==> config.mk <==
export PLATFORM = sky130hd
export DESIGN_NAME = timer_output_reload_ctrl
export DESIGN_NICKNAME = d
export VERILOG_FILES = /design/src/rtl/timer_output_reload_pkg.sv /design/src/rtl/timer_output_reload_ctrl.sv
export SDC_FILE = /design/constraint.sdc
export NUM_CORES = 1
export LEC_CHECK = 0
export BUFFER_PORTS_ARGS = -buffer_cell sky130_fd_sc_hd__clkbuf_2
export CAP_MARGIN = 20
export CORE_MARGIN = 4
export CORE_UTILIZATION = 52
export DETAILED_ROUTE_END_ITERATION = 6
export PLACE_DENSITY = 0.76
export REMOVE_ABC_BUFFERS = 1
export SYNTH_ARGS = -nofsm -noshare
export SYNTH_HDL_FRONTEND = slang
export SYNTH_SLANG_ARGS = --single-unit
==> constraint.sdc <==
create_clock -name clock_i -period 3.59 [get_ports clock_i]
set_clock_uncertainty 0.2 [all_clocks]
set_input_delay 0.8975 -clock clock_i [delete_from_list [all_inputs] [get_ports clock_i]]
set_output_delay 0.8975 -clock clock_i [all_outputs]
set_load 0.03 [all_outputs]
==> src/rtl/timer_output_reload_pkg.sv <==
// package: register map, field layout and reset values of the timer output and reload control block
//
// Behaviour
// - output-source bit zero gives software the pin; one hands it to timer logic.
// - output-level bits read back the pin level and set it when written.
// - output-level writes only land on channels under software control.
// - mode, config, reload-enable and reload-timing writes only land on stopped channels.
// - under timer control, mode bit zero is independent, one is synchronous output.
// - config bit zero selects toggle operation; one has no function.
// - polarity zero is active high, one is active low.
// - polarity applies in timer modes only, never in software direct mode.
// - reload-enable one updates compare data at the rewrite trigger.
// - for PWM functions reload-enable also reloads polarity with the data.
// - reload-timing zero fires the trigger at master counter start; one no function.
// - writing one to an arm bit sets the pending flag; arm self-clears.
// - the arm register is write-only and reads zero.
// - the status register reports per-channel pending rewrite.
// - counter-enabled bit set by start trigger or input, cleared by stop.
// - stopping a counter holds counter value, level bit and pin.
package timer_output_reload_pkg;

  localparam int unsigned CHANNELS  = 4;
  localparam int unsigned ADDR_W    = 8;
  localparam int unsigned DATA_W    = 32;
  localparam int unsigned CDR_W     = 16;

  // ----------------------------------------------------------------
  // register byte offsets
  // ----------------------------------------------------------------
  localparam logic [7:0] OUTPUT_LEVEL_OFFSET   = 8'h5C;
  localparam logic [7:0] OUTPUT_SOURCE_OFFSET  = 8'h60;
  localparam logic [7:0] OUTPUT_POLARITY_OFFSET = 8'h64;
  localparam logic [7:0] RELOAD_ARM_OFFSET     = 8'h68;
  localparam logic [7:0] RELOAD_STATUS_OFFSET  = 8'h6C;
  localparam logic [7:0] OUTPUT_MODE_OFFSET    = 8'h98;
  localparam logic [7:0] OUTPUT_CONFIG_OFFSET  = 8'h9C;
  localparam logic [7:0] RELOAD_ENABLE_OFFSET  = 8'hA0;
  localparam logic [7:0] RELOAD_TIMING_OFFSET  = 8'hA4;
  // chosen: counter enable status and start/stop triggers, compare staging
  localparam logic [7:0] COUNTER_STATUS_OFFSET = 8'h50;
  localparam logic [7:0] COUNTER_START_OFFSET  = 8'h54;
  localparam logic [7:0] COUNTER_STOP_OFFSET   = 8'h58;
  localparam logic [7:0] PWM_FUNC_OFFSET       = 8'hB0;
  localparam logic [7:0] COMPARE_STAGE_OFFSET  = 8'hC0; // plus 4 per channel
  localparam logic [7:0] COMPARE_ACTIVE_OFFSET = 8'hD0; // plus 4 per channel

  // ----------------------------------------------------------------
  // reset values
  // ----------------------------------------------------------------
  localparam logic [3:0] SOURCE_RESET   = 4'h0;
  localparam logic [3:0] LEVEL_RESET    = 4'h0;
  localparam logic [3:0] POLARITY_RESET = 4'h0;
  localparam logic [3:0] MODE_RESET     = 4'h0;
  localparam logic [3:0] CONFIG_RESET   = 4'h0;
  localparam logic [3:0] ENABLE_RESET   = 4'h0;
  localparam logic [3:0] TIMING_RESET   = 4'h0;
  localparam logic [3:0] PENDING_RESET  = 4'h0;

  // per-channel controls presented to the timer core
  typedef struct packed {
    logic [3:0] timer_mode_sync;
    logic [3:0] toggle_mode;
    logic [3:0] counter_enabled;
  } channel_ctrl_t;

  // apb request bundle
  typedef struct packed {
    logic                psel;
    logic                penable;
    logic                pwrite;
    logic [ADDR_W-1:0]   paddr;
    logic [DATA_W-1:0]   pwdata;
  } apb_req_t;

endpackage

==> src/rtl/timer_output_reload_ctrl.sv <==
// module: output control and synchronous rewrite control of a four-channel timer array unit
//
// The implementer's own choice: the APB interface to the registers.
`timescale 1ns/100ps
`default_nettype none
module timer_output_reload_ctrl
  import timer_output_reload_pkg::*;
(
  input  wire logic                                  clock_i,
  input  wire logic                                  rstn_i,
  input  wire logic                                  clk_en_i,
  input  wire timer_output_reload_pkg::apb_req_t      apb_req_i,
  output logic [timer_output_reload_pkg::DATA_W-1:0] prdata_o,
  output logic                                       pready_o,
  output logic                                       pslverr_o,
  input  wire logic [3:0]                            start_input_i,
  input  wire logic [3:0]                            master_start_i,
  input  wire logic [3:0]                            timer_level_i,
  output logic [3:0]                                 channel_output_pin_o,
  output timer_output_reload_pkg::channel_ctrl_t     channel_ctrl_o,
  output logic [3:0]                                 reload_done_o,
  output logic [4*timer_output_reload_pkg::CDR_W-1:0] compare_data_o
);
  import timer_output_reload_pkg::*;

  // ----------------------------------------------------------------
  // register state
  // ----------------------------------------------------------------
  logic [3:0]       output_source_select;
  logic [3:0]       channel_output_level;
  logic [3:0]       output_polarity;
  logic [3:0]       polarity_active;
  logic [3:0]       output_mode_select;
  logic [3:0]       output_config;
  logic [3:0]       reload_enable;
  logic [3:0]       reload_timing_select;
  logic [3:0]       reload_pending_status;
  logic [3:0]       counter_enabled_status;
  logic [3:0]       pwm_function;
  logic [CDR_W-1:0] compare_stage [CHANNELS];
  logic [CDR_W-1:0] compare_data_register [CHANNELS];

  logic             wr_access;
  logic             rd_access;
  logic [3:0]       wdata4;
  logic [3:0]       rewrite_trigger;
  logic [3:0]       next_level;
  logic [DATA_W-1:0] next_rdata;
  logic             next_err;

  // register offset compare for the current address
  function automatic logic hit(input logic [ADDR_W-1:0] addr, input logic [7:0] offset);
    return addr == offset;
  endfunction

  // hit on one channel's word of a per-channel window, exact compare against base plus 4 per channel
  function automatic logic chan_hit(input logic [ADDR_W-1:0] addr, input logic [7:0] base,
                                    input int unsigned ch);
    return addr == (base + 8'(ch * 4));
  endfunction

  // writes land only at the edge that shows pready; a request held past that edge lands again two cycles later
  assign wr_access = apb_req_i.psel & apb_req_i.penable & apb_req_i.pwrite & pready_o & clk_en_i;
  assign rd_access = apb_req_i.psel & apb_req_i.penable & ~apb_req_i.pwrite & clk_en_i;
  assign wdata4    = apb_req_i.pwdata[3:0];

  // trigger fires at master counter start; timing value one never fires
  assign rewrite_trigger = master_start_i & ~reload_timing_select & reload_enable;

  // ----------------------------------------------------------------
  // counter enable status
  // ----------------------------------------------------------------
  // stop wins over start in the same cycle; only the enable bit changes,
  // so the held level and pin are untouched by a stop
  always_ff @(posedge clock_i) begin
    if (!rstn_i) begin
      counter_enabled_status <= 4'h0;
    end else if (clk_en_i) begin
      counter_enabled_status <= (counter_enabled_status | start_input_i
                                 | ((wr_access && hit(apb_req_i.paddr, COUNTER_START_OFFSET)) ? wdata4 : 4'h0))
                                & ~((wr_access && hit(apb_req_i.paddr, COUNTER_STOP_OFFSET)) ? wdata4 : 4'h0);
    end
  end

  // ----------------------------------------------------------------
  // output source select
  // ----------------------------------------------------------------
  always_ff @(posedge clock_i) begin
    if (!rstn_i) begin
      output_source_select <= SOURCE_RESET;
    end else if (clk_en_i && wr_access && hit(apb_req_i.paddr, OUTPUT_SOURCE_OFFSET)) begin
      output_source_select <= wdata4;
    end
  end

  // ----------------------------------------------------------------
  // output level: software bits writable only under direct control,
  // timer-controlled bits follow the timer level through the applied polarity, only while their counter is enabled
  // ----------------------------------------------------------------
  always_comb begin
    next_level = channel_output_level;
    for (int ch = 0; ch < CHANNELS; ch++) begin
      if (output_source_select[ch]) begin
        if (counter_enabled_status[ch]) begin
          next_level[ch] = timer_level_i[ch] ^ polarity_active[ch];
        end
      end else if (wr_access && hit(apb_req_i.paddr, OUTPUT_LEVEL_OFFSET)) begin
        next_level[ch] = wdata4[ch];
      end
    end
  end

  always_ff @(posedge clock_i) begin
    if (!rstn_i) begin
      channel_output_level <= LEVEL_RESET;
    end else if (clk_en_i) begin
      channel_output_level <= next_level;
    end
  end

  // pin registered from the same next level as the level register, in either source mode
  always_ff @(posedge clock_i) begin
    if (!rstn_i) begin
      channel_output_pin_o <= LEVEL_RESET;
    end else if (clk_en_i) begin
      channel_output_pin_o <= next_level;
    end
  end

  // ----------------------------------------------------------------
  // polarity: written value staged; applied copy reloads at trigger
  // for pwm functions with reload enabled
  // ----------------------------------------------------------------
  always_ff @(posedge clock_i) begin
    if (!rstn_i) begin
      output_polarity <= POLARITY_RESET;
    end else if (clk_en_i && wr_access && hit(apb_req_i.paddr, OUTPUT_POLARITY_OFFSET)) begin
      output_polarity <= wdata4;
    end
  end

  always_ff @(posedge clock_i) begin
    if (!rstn_i) begin
      polarity_active <= POLARITY_RESET;
    end else if (clk_en_i) begin
      for (int ch = 0; ch < CHANNELS; ch++) begin
        if (pwm_function[ch] && reload_enable[ch]) begin
          if (rewrite_trigger[ch] && reload_pending_status[ch]) begin
            polarity_active[ch] <= output_polarity[ch];
          end
        end else begin
          polarity_active[ch] <= output_polarity[ch];
        end
      end
    end
  end

  // ----------------------------------------------------------------
  // stop-guarded configuration registers
  // ----------------------------------------------------------------
  // a bit only lands where its counter is stopped
  always_ff @(posedge clock_i) begin
    if (!rstn_i) begin
      output_mode_select   <= MODE_RESET;
      output_config        <= CONFIG_RESET;
      reload_enable        <= ENABLE_RESET;
      reload_timing_select <= TIMING_RESET;
      pwm_function         <= 4'h0;
    end else if (clk_en_i && wr_access) begin
      for (int ch = 0; ch < CHANNELS; ch++) begin
        if (!counter_enabled_status[ch]) begin
          if (hit(apb_req_i.paddr, OUTPUT_MODE_OFFSET)) output_mode_select[ch] <= wdata4[ch];
          if (hit(apb_req_i.paddr, OUTPUT_CONFIG_OFFSET)) output_config[ch] <= wdata4[ch];
          if (hit(apb_req_i.paddr, RELOAD_ENABLE_OFFSET)) reload_enable[ch] <= wdata4[ch];
          if (hit(apb_req_i.paddr, RELOAD_TIMING_OFFSET)) reload_timing_select[ch] <= wdata4[ch];
          if (hit(apb_req_i.paddr, PWM_FUNC_OFFSET)) pwm_function[ch] <= wdata4[ch];
        end
      end
    end
  end

  // controls to the timer core; mode and toggle masked to timer-driven channels, counter enable passed unmasked
  always_ff @(posedge clock_i) begin
    if (!rstn_i) begin
      channel_ctrl_o <= '0;
    end else if (clk_en_i) begin
      channel_ctrl_o.timer_mode_sync <= output_mode_select & output_source_select;
      channel_ctrl_o.toggle_mode     <= ~output_config & output_source_select;
      channel_ctrl_o.counter_enabled <= counter_enabled_status;
    end
  end

  // ----------------------------------------------------------------
  // reload pending flags: arm sets, trigger completes; arm wins
  // ----------------------------------------------------------------
  always_ff @(posedge clock_i) begin
    if (!rstn_i) begin
      reload_pending_status <= PENDING_RESET;
    end else if (clk_en_i) begin
      reload_pending_status <= (reload_pending_status & ~rewrite_trigger)
                               | ((wr_access && hit(apb_req_i.paddr, RELOAD_ARM_OFFSET)) ? wdata4 : 4'h0);
    end
  end

  always_ff @(posedge clock_i) begin
    if (!rstn_i) begin
      reload_done_o <= 4'h0;
    end else if (clk_en_i) begin
      reload_done_o <= rewrite_trigger & reload_pending_status;
    end
  end

  // ----------------------------------------------------------------
  // compare data: staged by software, copied to active at the trigger
  // or at once when reload is disabled
  // ----------------------------------------------------------------
  always_ff @(posedge clock_i) begin
    if (!rstn_i) begin
      for (int ch = 0; ch < CHANNELS; ch++) begin
        compare_stage[ch]         <= '0;
        compare_data_register[ch] <= '0;
      end
    end else if (clk_en_i) begin
      for (int ch = 0; ch < CHANNELS; ch++) begin
        if (wr_access && chan_hit(apb_req_i.paddr, COMPARE_STAGE_OFFSET, ch)) begin
          compare_stage[ch] <= apb_req_i.pwdata[CDR_W-1:0];
        end
        if (!reload_enable[ch] || (rewrite_trigger[ch] && reload_pending_status[ch])) begin
          compare_data_register[ch] <= compare_stage[ch];
        end
      end
    end
  end

  always_ff @(posedge clock_i) begin
    if (!rstn_i) begin
      compare_data_o <= '0;
    end else if (clk_en_i) begin
      compare_data_o <= {compare_data_register[3], compare_data_register[2],
                         compare_data_register[1], compare_data_register[0]};
    end
  end

  // ----------------------------------------------------------------
  // apb read mux and response
  // ----------------------------------------------------------------
  always_comb begin
    next_rdata = '0;
    next_err   = 1'b0;
    case (apb_req_i.paddr)
      OUTPUT_LEVEL_OFFSET:    next_rdata[3:0] = channel_output_level;
      OUTPUT_SOURCE_OFFSET:   next_rdata[3:0] = output_source_select;
      OUTPUT_POLARITY_OFFSET: next_rdata[3:0] = output_polarity;
      RELOAD_ARM_OFFSET:      next_rdata      = '0;
      RELOAD_STATUS_OFFSET:   next_rdata[3:0] = reload_pending_status;
      OUTPUT_MODE_OFFSET:     next_rdata[3:0] = output_mode_select;
      OUTPUT_CONFIG_OFFSET:   next_rdata[3:0] = output_config;
      RELOAD_ENABLE_OFFSET:   next_rdata[3:0] = reload_enable;
      RELOAD_TIMING_OFFSET:   next_rdata[3:0] = reload_timing_select;
      COUNTER_STATUS_OFFSET:  next_rdata[3:0] = counter_enabled_status;
      COUNTER_START_OFFSET:   next_rdata      = '0;
      COUNTER_STOP_OFFSET:    next_rdata      = '0;
      PWM_FUNC_OFFSET:        next_rdata[3:0] = pwm_function;
      default: begin
        next_err = 1'b1;
        for (int ch = 0; ch < CHANNELS; ch++) begin
          if (chan_hit(apb_req_i.paddr, COMPARE_STAGE_OFFSET, ch)) begin
            next_rdata[CDR_W-1:0] = compare_stage[ch];
            next_err              = 1'b0;
          end
          if (chan_hit(apb_req_i.paddr, COMPARE_ACTIVE_OFFSET, ch)) begin
            next_rdata[CDR_W-1:0] = compare_data_register[ch];
            next_err              = 1'b0;
          end
        end
      end
    endcase
  end

  // one wait state: ready answers in the cycle after penable rises
  always_ff @(posedge clock_i) begin
    if (!rstn_i) begin
      pready_o  <= 1'b0;
      prdata_o  <= '0;
      pslverr_o <= 1'b0;
    end else if (clk_en_i) begin
      pready_o  <= apb_req_i.psel & apb_req_i.penable & ~pready_o;
      prdata_o  <= (rd_access && !pready_o) ? next_rdata : '0;
      pslverr_o <= apb_req_i.psel & apb_req_i.penable & ~pready_o & next_err;
    end
  end

endmodule
`default_nettype wire

==> results of run 1 <==
==> power by group <==
| part | switching (W) | total, W | internal, W |
|---|---|---|---|
| Clock | 0.00119 | 0.00283 | 0.00163 |
| Sequential | 0.0000694 | 0.00340 | 0.00333 |
| Combinational | 0.000384 | 0.000550 | 0.000165 |
| Total | 0.00165 | 0.00677 | 0.00513 |
==> registers in the layout, indices dropped and copies added, names as in the netlist, 12 cells and up <==
signal / count
channel_ctrl_o: 12
compare_data_o: 64
compare_data_register: 64
compare_stage: 64
prdata_o: 16
==> metal layers <==
metal	part of all wire, %	up-vias	routed length, µm	global-route usage, %
met2	43	504	15000	38.4
met4	3.2	2	1100	8.42
met3	11	89	3790	6.34
li1	-	4571	-	-
met5	0.038	-	13	0.758
met1	42	4653	14700	36.6
==> worst reg2reg max path, cell delays in order, from the launching register on <==
cell and delay (ns):
dfxtp_1 0.40, nand2_1 0.28, or4b_1 0.79, o21ai_1 0.25, a21oi_1 0.09, a41o_1 0.21
==> logic make-up (layout without fill, tap and decap cells) <==
kind of cell,count (synthesis),in the layout
mux,99,99
simple gates,474,474
xor+xnor,5,5
other cells,1,16
buf+inv,112,262
flops,270,270
compound gates,232,232
==> layout make-up <==
class	instances	area, µm²
repair buffers	198	1140
multi-input cells	826	5180
flip-flops and latches	270	6690
well taps	319	399
fillers	1941	9110
clock inverters	6	43.8
clock buffers	46	861
inverters	12	46.3
==> cells in the final DEF (no fill, tap or decap), types with 5 or more instances in the layout <==
cell / count
and3b_1: 5
buf_4: 55
nor3_1: 8
a21oi_1: 84
clkbuf_16: 29
conb_1: 16
o21ai_0: 19
a211oi_1: 7
a221o_1: 6
mux2i_1: 98
nor2b_1: 6
dfxtp_1: 142
edfxtp_1: 128
o22ai_1: 12
clkinv_2: 5
a22oi_1: 21
o31ai_1: 12
clkbuf_2: 143
nand3_1: 36
nand2b_1: 5
and2_1: 128
nand3b_1: 12
and4b_1: 6
nand4b_1: 5
o21ai_1: 9
inv_1: 11
nand2_1: 78
a221oi_1: 6
o221ai_1: 11
clkbuf_1: 9
nor2_1: 146
clkbuf_8: 7
a31oi_1: 15
==> worst max path at each step <==
| stage | to | slack [ns] | cells after the start |
|---|---|---|---|
| 6_report | prdata_o[0] | 0.86 | 6 |
| 5_1_grt | prdata_o[1] | 0.69 | 7 |
| 4_1_cts | prdata_o[0] | 0.96 | 6 |
| 3_5_place_dp | prdata_o[0] | 0.41 | 6 |
| 3_3_place_gp | prdata_o[0] | 0.40 | 6 |
| 2_1_floorplan | compare_stage[3][0] | 0.10 | 2 |
==> per-stage QoR <==
| step | setup slack, ns | utilization [%] | instances | total power [W] |
|---|---|---|---|---|
| 5_1_grt | 0.693 | 61.2 | 1677 | 0.00699 |
| 6_report | 0.865 | 61.2 | 1677 | 0.00677 |
| 3_5_place_dp | 0.406 | 57.3 | 1624 | 0.00400 |
| 2_1_floorplan | 0.102 | - | 1108 | 0.00373 |
| 3_3_place_gp | 0.404 | 57.3 | 1624 | 0.00399 |
| 4_1_cts | 0.962 | 61.1 | 1676 | 0.00678 |
==> results.toml, run 1 <==
[status]
outcome = "complete, no violations"

[yosys]
synth_compound_area_share_pct = 12.3
async_flop_share_pct = 0
synthSimpleGateAreaFrac_pct = 20.7
yosys.area_share.adder_pct = 0
yosysTopAreaCellShare_pct = 31.1
synth.most_common_cell = "nor2_1"
synth_warnings = 0
ys_seq_area_share_pct = 54.0
yosys.area.top_type = "edfxtp_1"
synth-xor-area-share_pct = 0.354
synth-main-ff-cell = "dfxtp_1"
synth_top_family_by_area = "simple AND/OR/NAND/NOR gates"
synth_seq_cells = 270
postSynthCellCount = 1193
ys_types = 71
netlist_area_mm2 = 0.0124
synth_edf_count = 128
synth_commonest_cells = "146 x nor2_1, 142 x dfxtp_1, 128 x and2_1, 128 x edfxtp_1, 98 x mux2i_1"
syn_area_per_cell_um2 = 10.4
synthMuxAreaShare_pct = 8.02
netlist_top_cells_area = "edfxtp_1 31%, dfxtp_1 23%, mux2i_1 7.9%"

[worst_setup_path]
path_class = "in -> reg"
cp.buffers_inverters = 2
path_delay_family = "simple AND/OR/NAND/NOR gates"
crit_arrival_ns = 2.93
r2r_end = "channel_output_pin_o[3]"
reg2regPathDepth = 5
cp_slowest_stage_delay_ns = 0.70
r2r_setup_slack_ns = 1.26
cp_max_fo = 19
setup.worst_path.start_class = "primary input"
end_kind = "flip-flop"
crit_path_start = "apb_req_i[35]"
worstPathCellList = "clkbuf_2 -> or4b_4 -> o221a_4 -> nor4_1 -> buf_4 -> a221oi_1"
cpMaxStageDelayCell = "or4b_4"
timing.rr.start = "pready_o"
required_ns = 3.79

[cts]
clk_latency_ns = 0.55
postCtsHoldBufs = 0
worst_setup_hold_path_clk_slew_ns = 0.06
cts_tree = "done"
cts_root_buf = "clkbuf_16"
ctsResizeCount = 0
htree_levels = 1
numCtsBuffers = 28
numClockSinks = 270
cts_max_path_buffers = 3
post_cts_buffers = 0

[timing]
totalNegativeSetupSlack_ns = 0
slew_violations = 0
finalCritPeriodShare_pct = 75.9
max_slew.worst_pin.slew_ns = 0.955
slew-limit-headroom_pct = 35.8
finalHoldViolations = 0
holdWs_ns = 0.256
setup_viol_count_final = 0
period_needed_ns = 2.73
max_freq_mhz = 367
grt_setup_unrepaired = "false"

[power_and_ir_drop]
power.leakage_nw = 5.89
ir_drop_uv = 319
p_per_area_mw_per_mm2 = 472

[global_route]
grt-ovfl-total = 0
grt_antenna_before_repair = 1
grt_start_max_net_pins = 74
grt_usage_pct = 25.6
grt_pass1_wl_mm = 53.2
first_global_vias = 9436

[die]
die-area_mm2 = 0.0263
start_util_pct = 52.7
coreArea_mm2 = 0.0235
fp.dieW_um = 162
die_h_um = 162
ios = 176
rows = 56

[hold_path]
hp-start = "prdata_o[7]"
hold_depth = 2
min_path_type = "reg -> reg"
min_to = "prdata_o[7]"

[layout]
drive_gt1_share_pct = 19.6
finalInstanceArea_mm2 = 0.0144
diodes = 0
num-nets-final = 1394
syn2layout_area_growth_pct = 16.0

[detailed_routing]
wirelength_mm = 34.6
drt-initial-drc-count = 1208
drt-vias-per-instance = 5.86
wl_per_cell_um = 20.6
first_pass_iters = 6
route.detailed.drc = 0
vias = 9819
ant_nets = 0

[placement]
portBuffers = 143
placed_cell_area_mm2 = 0.0134
gp_congestion = 0.941
hpwl_mm = 24.1

[run]
cap_violations = 0
Note: power is estimated with default switching activity, not from simulation.
==> run 2: changes to the inputs <==
clock period = 2.35 ns   (was 3.59 ns; I/O delays follow)
==> run 2 against run 1 <==
Hold slack lost 0.069 ns; final cell count grew 6.2%; clock power grew 61%; flip-flop and latch count is the same; die area is the same; register-to-register slack lost 0.98 ns; clock-buffer cell count shrank 4; global-route usage grew 1.0 points; first-iteration DRC count shrank 20%; non-clock buffer count grew 103; critical endpoint unchanged; wire length grew 4.9%; sequential share of layout area shrank 3.0 points.
==> results.toml, run 2 (synthesis gave the netlist of run 1 again) <==
[power_and_ir_drop]
ir_drop_uv = 443
power.leakage_nw = 6.49
total_power_w = 0.0107
p_per_area_mw_per_mm2 = 697

[detailed_routing]
route.detailed.drc = 0
drt-vias-per-instance = 5.76
wl_per_cell_um = 20.4
first_pass_iters = 7
ant_nets = 0
vias = 10265
wirelength_mm = 36.2
drt-initial-drc-count = 963

[global_route]
grt_antenna_before_repair = 1
first_global_vias = 9871
grt-ovfl-total = 0
grt_start_max_net_pins = 56
grt_usage_pct = 26.6
grt_pass1_wl_mm = 55.0

[timing]
setup_viol_count_final = 0
grt_setup_unrepaired = "false"
finalCritPeriodShare_pct = 94.5
finalHoldViolations = 0
totalNegativeSetupSlack_ns = 0
max_slew.worst_pin.slew_ns = 0.947
max_freq_mhz = 450
slew_violations = 0
slew-limit-headroom_pct = 36.9
period_needed_ns = 2.22

[worst_setup_path]
required_ns = 2.58
end_kind = "flip-flop"
r2r_end = "channel_output_pin_o[3]"
setup.worst_path.start_class = "primary input"
cp_max_fo = 7
path_class = "in -> reg"
reg2regPathDepth = 5
timing.rr.start = "pready_o"
r2r_setup_slack_ns = 0.28
crit_arrival_ns = 2.45
crit_end = "prdata_o[0]"
crit_path_start = "apb_req_i[36]"

[die]
die-area_mm2 = 0.0263
rows = 56
start_util_pct = 52.7
fp.dieW_um = 162
ios = 176
die_h_um = 162
coreArea_mm2 = 0.0235

[placement]
gp_congestion = 0.954
portBuffers = 143
hpwl_mm = 26.6

[cts]
postCtsHoldBufs = 0
post_cts_buffers = 0
ctsResizeCount = 0
htree_levels = 1
clk_latency_ns = 0.56
cts_root_buf = "clkbuf_16"
numClockSinks = 270
cts_tree = "done"
cts_max_path_buffers = 3
numCtsBuffers = 28
worst_setup_hold_path_clk_slew_ns = 0.07

[hold_path]
min_path_type = "in -> reg"
hold_depth = 4

[layout]
layout_common_cells = "147 x buf_4, 146 x nor2_1, 142 x dfxtp_1, 142 x clkbuf_2"
reg_top3 = "compare_data_o x64, compare_data_register x64, compare_stage x64"
final_common_cell = "buf_4"
drive_gt1_share_pct = 25.5
syn2layout_area_growth_pct = 24.0
fill_cells = 1859
num-nets-final = 1497

[status]
outcome = "complete, no violations"

[run]
cap_violations = 0
-- run 2: cell count changes in the layout (fill, tap and decap cells not counted), sizes merged --
cell      change
clkbuf        -4
clkinvlp      -1
buf         +103
clkinv        +3
bufinv        +1
diode         +1
inv           +1
-- run 2: critical path, stage by stage --
cell	delay [ns]
clkbuf_2	0.17
buf_4	0.18
nor4bb_1	0.43
nor2_1	0.14
o221a_4	0.32
nor4_1	0.40
buf_4	0.19
a221oi_1	0.04
-- run 2: through the flow --
step           worst slack (ns)  instance area (µm²)  hold slack (ns)  std cells  util, %
3_3_place_gp             -0.267                14400            0.243       1728     61.2
3_5_place_dp             -0.376                14400            0.246       1728     61.2
6_report                  0.130                15300            0.188       1781     65.4
4_1_cts                   0.213                15300            0.169       1780     65.4
5_1_grt                   0.108                15300            0.195       1781     65.4
2_1_floorplan            -0.828                11900            0.235       1108        -
-- run 2: power by group --
| group | leakage [nW] | internal (W) | total (W) | switching, W |
|---|---|---|---|---|
| clock network | 0.485 | 0.00269 | 0.00456 | 0.00187 |
| logic | 3.48 | 0.000335 | 0.000945 | 0.000610 |
| registers | 2.53 | 0.00508 | 0.00519 | 0.000108 |
-- run 2: routing by layer --
layer	part of all wire [%]	wire length [µm]	vias to the layer above	global-route usage, %
li1	-	-	4762	-
met3	9.2	3320	68	4.31
met5	0	0	-	0
met1	44	15900	4920	39.5
met2	44	16100	515	40.8
met4	2.6	935	0	7.50
-- run 2: cell type report --
class,instances,area (µm²),area share [%]
flip-flops and latches,270,6690,43.6
multi-input cells,826,5180,33.8
repair buffers,301,2050,13.4
clock buffers,42,876,5.71
well taps,319,399,2.60
clock inverters,10,98.8,0.644
inverters,12,46.3,0.302
diodes,1,2.50,0.0163
-- run 2: worst min-delay path by stage --
stage	slack (ns)	startpoint	end
2_1_floorplan	0.24	output_config[1]	output_config[1]
3_3_place_gp	0.24	prdata_o[7]	prdata_o[7]
3_5_place_dp	0.25	prdata_o[7]	prdata_o[7]
4_1_cts	0.17	master_start_i[1]	reload_pending_status[1]
5_1_grt	0.20	apb_req_i[13]	compare_stage[0][13]
6_report	0.19	master_start_i[1]	reload_pending_status[1]
